--- src/drtt_defs.vh ---
// Constants for the refresh and read turnaround timing block
// Functional notes
// - Timing-high register resets to all zeros
// - Four three-bit refresh-cycle fields, DIMMs 3-0
// - Hold activate/refresh after refresh for cycle time
// - Logical DIMM index is chip select pair
// - DDR2 refresh-cycle codes 75 to 327.5 ns
// - DDR3 refresh-cycle codes 90 to 350 ns
// - Refresh-off bit stops automatic refresh requests
// - Refresh rate 7.8 or 3.9 microseconds
// - Read gap from burst end, other chip select
// - Termination change adds extra read gap
// - DDR3 four-bit read gap 2 to 10 clocks
`ifndef DRTT_DEFS_VH
`define DRTT_DEFS_VH

// Register byte offsets
`define DRTT_OFS_TIMING_HIGH 8'h8c
`define DRTT_OFS_MODE_CFG    8'h90
`define DRTT_OFS_CLK_PERIOD  8'h94
`define DRTT_OFS_STATUS      8'h98

// Reset values
`define DRTT_RST_TIMING_HIGH 32'h00000000
`define DRTT_RST_MODE_CFG    32'h00000000
`define DRTT_RST_CLK_PERIOD  16'h61a8

// Writable bits of timing-high, bit 19 reserved
`define DRTT_TH_WMASK        32'hfff7ffff

// Timing-high field positions
`define DRTT_REFRESH_CYCLE_DIMM3_HI 31
`define DRTT_REFRESH_CYCLE_DIMM0_LO 20
`define DRTT_REF_OFF_BIT 18
`define DRTT_REF_RATE_HI 17
`define DRTT_REF_RATE_LO 16
`define DRTT_RDRD_HI 15
`define DRTT_RDRD_LO 14

// Mode configuration field positions
`define DRTT_MODE_DDR3_BIT 0
`define DRTT_MODE_RDRD_HI 3
`define DRTT_MODE_RDRD_LO 2

// Refresh-cycle times in picoseconds
`define DRTT_T_DDR2_0_PS 24'd75000
`define DRTT_T_DDR2_1_PS 24'd105000
`define DRTT_T_DDR2_2_PS 24'd127500
`define DRTT_T_DDR2_3_PS 24'd195000
`define DRTT_T_DDR2_4_PS 24'd327500
`define DRTT_T_DDR3_1_PS 24'd90000
`define DRTT_T_DDR3_2_PS 24'd110000
`define DRTT_T_DDR3_3_PS 24'd160000
`define DRTT_T_DDR3_4_PS 24'd300000
`define DRTT_T_DDR3_5_PS 24'd350000

// Refresh intervals in picoseconds
`define DRTT_T_REFI_LONG_PS  24'd7800000
`define DRTT_T_REFI_SHORT_PS 24'd3900000

// Read gap base and limits in clocks
`define DRTT_RDRD_BASE 4'd2
`define DRTT_RDRD_MAX  4'd8

`endif

--- src/drtt_timing.v ---
// Refresh scheduling and read turnaround timing with register slave
`timescale 1ns/10ps
`include "drtt_defs.vh"

module drtt_timing #(
  parameter ODT_GAP = 2            // Extra clocks for termination settle
) (
  input  wire        clk_i,        // Controller clock, 40 MHz
  input  wire        reset_n_i,    // Synchronous reset, active low
  input  wire [7:0]  address_i,    // Avalon byte address
  input  wire        read_i,       // Avalon read
  input  wire        write_i,      // Avalon write
  input  wire [31:0] writedata_i,  // Avalon write data
  input  wire [3:0]  byteenable_i, // Avalon byte enables
  output reg  [31:0] readdata_o,   // Avalon read data
  output reg         waitrequest_o,// Avalon wait request
  input  wire        ref_issue_i,  // Auto-refresh issued this cycle
  input  wire [1:0]  ref_dimm_i,   // Logical DIMM of that refresh
  input  wire        rd_end_i,     // Last clock of a read column strobe
  input  wire [2:0]  rd_cs_i,      // Chip select of that read
  input  wire        odt_chg_i,    // Next read changes termination
  output reg         ref_req_o,    // Refresh wanted, level
  output reg  [3:0]  dimm_ok_o,    // DIMM may take activate or refresh
  output reg  [7:0]  rd_cs_ok_o    // Read column strobe allowed per CS
);

  // Register storage
  reg [31:0] timing_high_reg;      // Timing-high register
  reg [31:0] mode_cfg_reg;         // Mode configuration
  reg [15:0] clk_period_reg;       // Memory clock period, ps
  reg        ack_reg;              // Bus answer phase flag

  // Decoded fields
  wire        ddr3_sel  = mode_cfg_reg[`DRTT_MODE_DDR3_BIT];
  wire        refresh_off =
              timing_high_reg[`DRTT_REF_OFF_BIT];
  wire [1:0]  ref_rate  =
              timing_high_reg[`DRTT_REF_RATE_HI:`DRTT_REF_RATE_LO];
  wire [1:0]  rdrd_lo   = timing_high_reg[`DRTT_RDRD_HI:`DRTT_RDRD_LO];
  wire [1:0]  rdrd_up   =
              mode_cfg_reg[`DRTT_MODE_RDRD_HI:`DRTT_MODE_RDRD_LO];
  // Zero period would divide by zero, so treat it as one
  wire [23:0] period_ps = (clk_period_reg == 16'h0000) ?
              24'h000001 : {8'h00, clk_period_reg};

  // Refresh-cycle code to picoseconds; reserved picks longest
  function [23:0] trfc_ps;
    input [2:0] code;
    input       ddr3;
    begin
      if (ddr3) begin
        case (code)
          3'h1:    trfc_ps = `DRTT_T_DDR3_1_PS;
          3'h2:    trfc_ps = `DRTT_T_DDR3_2_PS;
          3'h3:    trfc_ps = `DRTT_T_DDR3_3_PS;
          3'h4:    trfc_ps = `DRTT_T_DDR3_4_PS;
          default: trfc_ps = `DRTT_T_DDR3_5_PS;
        endcase
      end else begin
        case (code)
          3'h0:    trfc_ps = `DRTT_T_DDR2_0_PS;
          3'h1:    trfc_ps = `DRTT_T_DDR2_1_PS;
          3'h2:    trfc_ps = `DRTT_T_DDR2_2_PS;
          3'h3:    trfc_ps = `DRTT_T_DDR2_3_PS;
          default: trfc_ps = `DRTT_T_DDR2_4_PS;
        endcase
      end
    end
  endfunction

  // Picoseconds to whole clocks, rounded up, at least one
  function [23:0] ceil_clk;
    input [23:0] t;
    input [23:0] p;
    reg   [24:0] sum;
    reg   [24:0] q;
    begin
      sum = {1'b0, t} + {1'b0, p} - 25'd1;
      q = sum / {1'b0, p};
      if (q == 25'd0)
        ceil_clk = 24'd1;
      else
        ceil_clk = q[23:0];
    end
  endfunction

  // Refresh interval: reserved and undefined codes use the short one
  wire [23:0] refi_ps  = (ref_rate == 2'b10) ?
              `DRTT_T_REFI_LONG_PS : `DRTT_T_REFI_SHORT_PS;
  // Average interval rounds down, never below one clock
  wire [23:0] refi_div = refi_ps / period_ps;
  wire [23:0] refi_clk = (refi_div == 24'd0) ? 24'd1 : refi_div;

  // Read gap in clocks; DDR3 reserved codes clamp to the top
  reg [3:0] rdrd_code;             // Effective gap code
  reg [4:0] rdrd_clk;              // Gap in clocks
  always @* begin
    if (ddr3_sel) begin
      rdrd_code = {rdrd_up, rdrd_lo};
      if (rdrd_code > `DRTT_RDRD_MAX)
        rdrd_code = `DRTT_RDRD_MAX;
    end else begin
      rdrd_code = {2'b00, rdrd_lo};
    end
    rdrd_clk = {1'b0, rdrd_code} + {1'b0, `DRTT_RDRD_BASE};
    if (odt_chg_i)
      rdrd_clk = rdrd_clk + ODT_GAP[4:0];
  end

  // Bus: one wait cycle, then answer; write lands on the answer edge
  wire bus_req   = read_i | write_i;
  wire wr_commit = write_i & ack_reg;
  reg  [31:0] rd_mux;              // Read data selection
  always @* begin
    rd_mux = 32'h00000000;         // Unmapped reads give zero
    case (address_i)
      `DRTT_OFS_TIMING_HIGH: rd_mux = timing_high_reg;
      `DRTT_OFS_MODE_CFG:    rd_mux = mode_cfg_reg;
      `DRTT_OFS_CLK_PERIOD:  rd_mux = {16'h0000, clk_period_reg};
      `DRTT_OFS_STATUS:      rd_mux = {18'h00000, rd_cs_ok_o,
                                       dimm_ok_o, 1'b0, ref_req_o};
      default:               rd_mux = 32'h00000000;
    endcase
  end

  // Byte-lane merge for writes
  function [31:0] merge;
    input [31:0] old;
    input [31:0] wd;
    input [3:0]  be;
    integer k;
    begin
      merge = old;
      for (k = 0; k < 4; k = k + 1)
        if (be[k])
          merge[8*k +: 8] = wd[8*k +: 8];
    end
  endfunction

  wire [31:0] period_merged = merge({16'h0000, clk_period_reg},
                                    writedata_i, byteenable_i);

  // Bus handshake and register writes
  always @(posedge clk_i) begin
    if (!reset_n_i) begin
      ack_reg         <= 1'b0;
      waitrequest_o   <= 1'b1;
      readdata_o      <= 32'h00000000;
      timing_high_reg <= `DRTT_RST_TIMING_HIGH;
      mode_cfg_reg    <= `DRTT_RST_MODE_CFG;
      clk_period_reg  <= `DRTT_RST_CLK_PERIOD;
    end else begin
      if (bus_req && !ack_reg) begin
        ack_reg       <= 1'b1;     // Answer next cycle
        waitrequest_o <= 1'b0;
        readdata_o    <= read_i ? rd_mux : 32'h00000000;
      end else begin
        ack_reg       <= 1'b0;     // Back to waiting
        waitrequest_o <= 1'b1;
      end
      if (wr_commit) begin
        case (address_i)
          `DRTT_OFS_TIMING_HIGH:
            timing_high_reg <= merge(timing_high_reg, writedata_i,
                                     byteenable_i)
                               & `DRTT_TH_WMASK;
          `DRTT_OFS_MODE_CFG:
            mode_cfg_reg <= merge(mode_cfg_reg, writedata_i,
                                  byteenable_i) & 32'h0000000d;
          `DRTT_OFS_CLK_PERIOD:
            clk_period_reg <= period_merged[15:0];
          default: begin
            // Unmapped writes are dropped
          end
        endcase
      end
    end
  end

  // Refresh interval timer and pending request
  reg [23:0] refi_cnt_reg;         // Clocks until next request
  reg        ref_pend_reg;         // Request waiting for issue
  reg        ref_pend_next;
  always @* begin
    ref_pend_next = ref_pend_reg;
    if (ref_issue_i)
      ref_pend_next = 1'b0;
    if (refi_cnt_reg <= 24'd1)
      ref_pend_next = 1'b1;        // Set beats issue in same cycle
    if (refresh_off)
      ref_pend_next = 1'b0;
  end

  // Interval counting; held at reload while refresh is off
  always @(posedge clk_i) begin
    if (!reset_n_i) begin
      refi_cnt_reg <= 24'h000001;
      ref_pend_reg <= 1'b0;
      ref_req_o    <= 1'b0;
    end else begin
      if (refresh_off || refi_cnt_reg <= 24'd1)
        refi_cnt_reg <= refi_clk;
      else
        refi_cnt_reg <= refi_cnt_reg - 24'd1;
      ref_pend_reg <= ref_pend_next;
      ref_req_o    <= ref_pend_next;
    end
  end

  // Per-DIMM refresh recovery timers
  wire [3:0] dimm_free_next;       // DIMM readiness for next cycle
  genvar d;
  generate
    for (d = 0; d < 4; d = d + 1) begin : g_dimm
      localparam [1:0] DIDX = d;   // This DIMM's index, two bits
      wire [2:0]  code = timing_high_reg[`DRTT_REFRESH_CYCLE_DIMM0_LO + 3*d +: 3];
      wire [23:0] need = ceil_clk(trfc_ps(code, ddr3_sel),
                                  period_ps);
      reg  [23:0] cnt_reg;         // Clocks left before activate
      reg  [23:0] cnt_next;
      always @* begin
        cnt_next = cnt_reg;
        if (ref_issue_i && ref_dimm_i == DIDX)
          cnt_next = need - 24'd1;
        else if (cnt_reg != 24'd0)
          cnt_next = cnt_reg - 24'd1;
      end
      assign dimm_free_next[d] = (cnt_next == 24'd0);
      // Output follows next count so it lines up with the count
      always @(posedge clk_i) begin
        if (!reset_n_i) begin
          cnt_reg      <= 24'h000000;
          dimm_ok_o[d] <= 1'b1;
        end else begin
          cnt_reg      <= cnt_next;
          dimm_ok_o[d] <= (cnt_next == 24'd0);
        end
      end
    end
  endgenerate

  // Read turnaround: same CS free once its DIMM is free, others also wait the gap
  reg [4:0] rd_cnt_reg;            // Clocks left in read gap
  reg [4:0] rd_cnt_next;
  reg [2:0] rd_last_cs_reg;        // Chip select of last burst
  reg [2:0] rd_last_cs_next;
  always @* begin
    rd_cnt_next     = rd_cnt_reg;
    rd_last_cs_next = rd_last_cs_reg;
    if (rd_end_i) begin
      rd_cnt_next     = rdrd_clk - 5'd1;
      rd_last_cs_next = rd_cs_i;
    end else if (rd_cnt_reg != 5'd0) begin
      rd_cnt_next = rd_cnt_reg - 5'd1;
    end
  end

  // Per-CS read permission; CS pair maps to logical DIMM
  integer c;
  always @(posedge clk_i) begin
    if (!reset_n_i) begin
      rd_cnt_reg     <= 5'h00;
      rd_last_cs_reg <= 3'h0;
      rd_cs_ok_o     <= 8'hff;
    end else begin
      rd_cnt_reg     <= rd_cnt_next;
      rd_last_cs_reg <= rd_last_cs_next;
      for (c = 0; c < 8; c = c + 1)
        rd_cs_ok_o[c] <= ((rd_cnt_next == 5'd0) ||
                          (c[2:0] == rd_last_cs_next)) &&
                         dimm_ok_next(c[2:1]);
    end
  end

  // DIMM readiness as seen next cycle, for the CS pair
  function dimm_ok_next;
    input [1:0] idx;
    begin
      case (idx)
        2'd0:    dimm_ok_next = dimm_free_next[0];
        2'd1:    dimm_ok_next = dimm_free_next[1];
        2'd2:    dimm_ok_next = dimm_free_next[2];
        default: dimm_ok_next = dimm_free_next[3];
      endcase
    end
  endfunction

endmodule

--- config.mk ---
export PLATFORM = sky130hd
export DESIGN_NAME = drtt_timing
export DESIGN_NICKNAME = d
export VERILOG_FILES = /design/src/drtt_timing.v
export VERILOG_INCLUDE_DIRS = /design/src
export SDC_FILE = /design/constraint.sdc
export NUM_CORES = 2
export LEC_CHECK = 0
export BUFFER_PORTS_ARGS = -buffer_cell sky130_fd_sc_hd__clkbuf_2
export CAP_MARGIN = 20
export CORE_AREA = 2 2 477 479
export CTS_CLUSTER_DIAMETER = 60
export DETAILED_ROUTE_END_ITERATION = 8
export DIE_AREA = 0 0 479 481
export REMOVE_ABC_BUFFERS = 1
export SYNTH_ARGS = -nofsm -noshare
export SYNTH_HDL_FRONTEND = slang
export SYNTH_SLANG_ARGS = --single-unit
--- constraint.sdc ---
create_clock -name clk_i -period 104.6 [get_ports clk_i]
set_input_delay 31.38 -clock clk_i [delete_from_list [all_inputs] [get_ports clk_i]]
set_output_delay 31.38 -clock clk_i [all_outputs]
set_load 0.05 [all_outputs]
# After elaboration in Yosys (flattened, before gate mapping)

Cells that the tools add are included.

Flip-flop bits (word level): 225
Output and inout port bits: 46

Equal/unequal tests: 31
Add/subtract/negate cells: 21
Mux-type cells: 44
Div/mod/pow operators: 5
Magnitude comparators: 2
Reduce and logical (&&, ||, !) cells: 54
Bitwise gates (word level): 3

Operator list:

| kind                                                                    | count |
|---|---|
| 19-bit case mux with 4 select lines                                     | 8 |
| 24-bit two-way mux                                                      | 18 |
| 24-bit by 1-bit subtractor with 24-bit output (second input constant)   | 9 |
| 32-bit case mux with 4 select lines                                     | 1 |
| 24-bit zero test                                                        | 5 |
| 24-bit by 16-bit adder with 25-bit output                               | 4 |
| 25-bit by 24-bit divider with 25-bit output                             | 4 |
| 25-bit zero test                                                        | 4 |
| 25-bit by 1-bit subtractor with 25-bit output (second input constant)   | 4 |
| 24-bit nonzero test                                                     | 4 |
| 8-bit == test (second input constant)                                   | 4 |
| 32-bit two-way mux                                                      | 1 |
| 24-bit by 24-bit divider with 24-bit output                             | 1 |
| 3-bit by 2-bit == test with 1-bit output (second input constant)        | 8 |
| 24-bit by 1-bit <= comparator with 1-bit output (second input constant) | 1 |
| 23-bit two-way mux                                                      | 1 |
| 3-bit AND reduction                                                     | 7 |
| 16-bit zero test                                                        | 1 |
| 16-bit two-way mux                                                      | 1 |
| 3-bit zero test                                                         | 5 |
| 5-bit two-way mux                                                       | 3 |
| 1-bit logical AND                                                       | 13 |
| 3-bit by 1-bit == test with 1-bit output (second input constant)        | 4 |
| 3-bit == test (first input constant)                                    | 4 |
| 22 further kinds                                                        | 45 |

# Logic depth before layout (Yosys ltp)

Word-level depth: 13
Depth in mapped cells: 378
Mapped depth without buffers: 339

# Least setup slack after synthesis

Ideal clock, no wire load.

Kind: register -> register
Start point: register clk_period_reg[4]
End point: register rd_cs_ok_o[1]
Buffers on the path: 62
Arrival time: 69.452 ns
Clock period less this slack: 69.553 ns
Library setup time: 0.101 ns
Cell stages (with the launch flop): 359
Slack: 35.047 ns
Path through: dfxtp_1 buf_2 clkbuf_8 clkbuf_8 buf_6 buf_2 clkbuf_8 clkbuf_8 clkbuf_1 clkbuf_1 clkbuf_1 buf_4 clkbuf_1 clkbuf_1 clkbuf_1 clkbuf_8 buf_4 clkbuf_1 [323 not listed] a21oi_1 nor2_1 or3_1 a41o_1 maj3_1 a31oi_1 nor4b_1 ha_1 nand4_1 xnor2_1 nand2_1 o21ai_0 or4_1 nor4b_1 nand4_1 a2111oi_0 nand4_1 o41ai_1

Cells in the longest elaborated chain, start to end: 12

RTL lines:

| item                                              | line              | RTL |
|---|---|---|
| from (decl)                                       | drtt_timing.v:30  | `reg [15:0] clk_period_reg;` |
| from (signal assigned)                            | drtt_timing.v:151 | `` clk_period_reg <= `DRTT_RST_CLK_PERIOD; `` |
| from (signal assigned)                            | drtt_timing.v:171 | `clk_period_reg <= period_merged[15:0];` |
| 16-bit zero test                                  | drtt_timing.v:43  | `wire [23:0] period_ps = (clk_period_reg == 16'h0000) ?` |
| 16-bit two-way mux (*)                            | drtt_timing.v:43  |  |
| 24-bit by 16-bit adder with 25-bit output         | drtt_timing.v:78  | `sum = {1'b0, t} + {1'b0, p} - 25'd1;` |
| 25-bit by 1-bit subtractor with 25-bit output     | drtt_timing.v:78  |  |
| 25-bit by 24-bit divider with 25-bit output (*)   | drtt_timing.v:79  | `q = sum / {1'b0, p};` |
| 25-bit zero test                                  | drtt_timing.v:80  | `if (q == 25'd0)` |
| 24-bit two-way mux (*)                            | drtt_timing.v:80  |  |
| 24-bit by 1-bit subtractor with 24-bit output (*) | drtt_timing.v:224 | `cnt_next = need - 24'd1;` |
| 24-bit two-way mux (*)                            | drtt_timing.v:223 | `if (ref_issue_i && ref_dimm_i == DIDX)` |
| 24-bit zero test (*)                              | drtt_timing.v:228 | `assign dimm_free_next[d] = (cnt_next == 24'd0);` |
| 1-bit two-way mux (*)                             | drtt_timing.v:261 | `if (!reset_n_i) begin` |
| 1-bit logical AND (*)                             | drtt_timing.v:270 | `(c[2:0] == rd_last_cs_next)) &&` |
| to (signal, indexed assignment)                   | drtt_timing.v:269 | `rd_cs_ok_o[c] <= ((rd_cnt_next == 5'd0) \|\|` |
| to (decl)                                         | drtt_timing.v:24  | `output reg [7:0] rd_cs_ok_o` |

Mark *: on every way between the ends. The rest lies on a longest branch, timed or not. The select of a mux whose other input is x is not followed.
A chain may end at the register's enable or synchronous reset.

# Worst setup path in the final report

Start point: register clk_period_reg[10]
End point: register dimm_ok_o[1]

Cells in the longest elaborated chain, start to end: 10

RTL lines:

| item                                              | line              | RTL |
|---|---|---|
| 16-bit zero test                                  | drtt_timing.v:43  |  |
| 16-bit two-way mux (*)                            | drtt_timing.v:43  |  |
| 24-bit by 16-bit adder with 25-bit output         | drtt_timing.v:78  |  |
| 25-bit by 1-bit subtractor with 25-bit output     | drtt_timing.v:78  |  |
| 25-bit by 24-bit divider with 25-bit output (*)   | drtt_timing.v:79  |  |
| 25-bit zero test                                  | drtt_timing.v:80  |  |
| 24-bit two-way mux (*)                            | drtt_timing.v:80  |  |
| 24-bit by 1-bit subtractor with 24-bit output (*) | drtt_timing.v:224 |  |
| 24-bit two-way mux (*)                            | drtt_timing.v:223 |  |
| 24-bit zero test (*)                              | drtt_timing.v:236 | `dimm_ok_o[d] <= (cnt_next == 24'd0);` |
| to (signal, indexed assignment)                   | drtt_timing.v:236 |  |
| to (decl)                                         | drtt_timing.v:23  | `output reg [3:0] dimm_ok_o,` |

Mark *: on every way between the ends. The rest lies on a longest branch, timed or not.

==> reports/metrics.yaml <==
synth_area_um2: 101000
clock_skew_ps: 21.76
avgRoutedWirePerCell_um: 19.92
yosys_register_bits: 224
power_density_nw_per_um2: 10.82
clock_latency_ps: 640
place.port_buffers: 99
cts_tree: "done"
antenna_found_initial: 9
final_common_cell: "nor2_1"
outcome: "completed"
synthCells: 14410
synth_seq_area_share_pct: 4.438
drv_slew: 0
seq_area_um2: 4496
cts_resized: 0
ir_drop_mv: 0.02452
grt-ovfl-total: 0
critical_path_class: "reg2reg"
hpwl_um: 271500
critPathLaunchType: "flop"
clkTransAtPathRegs_ps: 70
final_nets: 15710
drive_above_1_share_pct: 8.213
area_growth_pct: 4.150
dr.first_iter.drc_count: 8034
slowest_stage: "nand2_1"
multiInputGateArea_um2: 91440
drv_cap: 0
power_mw: 1.139
yosys_warnings: 0
cts-hold-fix-buffers: 0
drc: 0
cp_max_fo: 29
fin_setup_tns_ps: 0
critPathMaxStageDelay_ps: 790
ant_nets: 0
hp-class: "reg2reg"
fp-row-count: 175
fillers: 23490
finalHoldViolations: 0
cts_setup_buffers: 0
dr_total_vias: 105700
die_h_um: 481
layout_worst_path_cycle_share_pct: 74.05
synthArstFlopShare_pct: 0
die_area_um2: 230400
post_drt_via_cell_ratio: 6.105
gp_congestion: 0.9309
fin_area_um2: 105200
synth_cell_types: 189
finalSetupViolCount: 0
clock_path_buffers: 3
io_pins: 102
drtPass1Iterations: 9
cts_buffers: 31
drt_wl_total_um: 344800
fin_ws_ps: 27140
leakage_nw: 45.49
crit_arrival_ps: 77970
fp.coreArea_um2: 225700
grt_pass1_vias: 96320
largest_reg_flops: 96
mostFrequentLayoutCells: "1496 x nor2_1, 1380 x ha_1, 1320 x nand2_1, 1150 x a21oi_1, 793 x xnor2_1"
grt_pass1_wl_um: 540100
grt_max_degree: 68
grt.total_usage_pct: 28.50
placed_area_um2: 104100
worstPathRequired_ps: 105110
path_common_cell: "o21a_1"
cts_root_buf: "clkbuf_16"
die_w_um: 479
max_slew_margin_pct: 25.94
period_needed_ps: 77460
endpoint_kind: "flop"
avgSynthCellArea_um2: 7.011
start_util_pct: 44.76
synth_edf_count: 0
tightest_slew_ps: 1108
rsz0062_at_grt: "false"
dp_slack_ps: 28720
cts.sinks: 224
htree_levels: 1
fmax_mhz: 12.91
synth_flop_cell: "dfxtp_1"
[cell families (layout without fill, tap and decap cells)]
family | after synthesis | after routing | synth area share [%]
compound gates | 4558 | 4558 | 30.82
xor+xnor | 1192 | 1192 | 10.36
fa+ha+maj | 1461 | 1461 | 17.95
buf+inv | 1079 | 956 | 5.187
flops | 224 | 224 | 4.438
mux | 383 | 383 | 4.115
other cells | 2 | 15 | 0.007433
simple gates | 5512 | 5512 | 27.12
[worst max-delay path, delay by kind of cell, from the launching register on]
family | cells | cell delay (ps)
mux | 6 | 2120
compound gates | 154 | 36010
fa+ha+maj | 31 | 10560
buf+inv | 27 | 5220
flops | 1 | 450
xor+xnor | 1 | 250
simple gates | 103 | 22530
[report_power, final]
group | total [mW] | internal, mW | leakage [nW] | switching [mW]
Combinational | 0.898 | 0.370 | 43.1 | 0.528
Sequential | 0.121 | 0.104 | 1.83 | 0.0169
Clock | 0.119 | 0.0702 | 0.556 | 0.0488
[final timing paths]
check / from / end / slack, ps / cells after the start
worst min register to register: readdata_o[12]$_SDFFE_PN0P_ / readdata_o[12]$_SDFFE_PN0P_ / 450 / 2
worst max-delay path: clk_period_reg[10]$_SDFFE_PN0P_ / dimm_ok_o[1]$_SDFF_PN1_ / 27140 / 322
worst max register to register: clk_period_reg[10]$_SDFFE_PN0P_ / dimm_ok_o[1]$_SDFF_PN1_ / 27140 / 322
worst min-delay path: readdata_o[12]$_SDFFE_PN0P_ / readdata_o[12]$_SDFFE_PN0P_ / 450 / 2
[metal layers]
layer | global-route usage, % | part of all wire [%]
met1 | 39.17 | 47
met2 | 47.55 | 45
met3 | 1.553 | 4.7
met4 | 8.810 | 3.5
met5 | 0 | 0.0029
[final cells by class]
type	instances	area share, %
timing repair buffer	289	1.864
sequential	224	4.272
multi-input combinational	13110	86.89
clock buffer	38	0.8204
antenna	7	0.01665
inverter	609	2.277
clock inverter	20	0.2794
tap	3009	3.578
[stage by stage]
step / utilization, % / hold slack [ps] / std cells
3_3_place_gp: 46.09 / 435.9 / 17240
4_1_cts: 46.60 / 458.8 / 17300
3_5_place_dp: 46.09 / 443.2 / 17240
6_report: 46.62 / 454.4 / 17310
5_1_grt: 46.61 / 480.3 / 17310
2_1_floorplan: - / 447.3 / 13950
[Yosys cell counts, types with 268 or more instances]
| cell | n | area share [%] |
|---|---|---|
| a21oi_1 | 1150 | 5.7 |
| xnor2_1 | 793 | 6.9 |
| a21o_1 | 408 | 3.0 |
| nor3_1 | 602 | 3.0 |
| xor2_1 | 396 | 3.4 |
| nand2_1 | 1320 | 4.9 |
| nand3_1 | 351 | 1.7 |
| o21ai_0 | 779 | 3.9 |
| o31ai_1 | 268 | 2.0 |
| ha_1 | 1380 | 17 |
| inv_1 | 600 | 2.2 |
| o21a_1 | 388 | 2.9 |
| nor2_1 | 1505 | 5.6 |
Note: power is estimated with default switching activity, not from simulation.
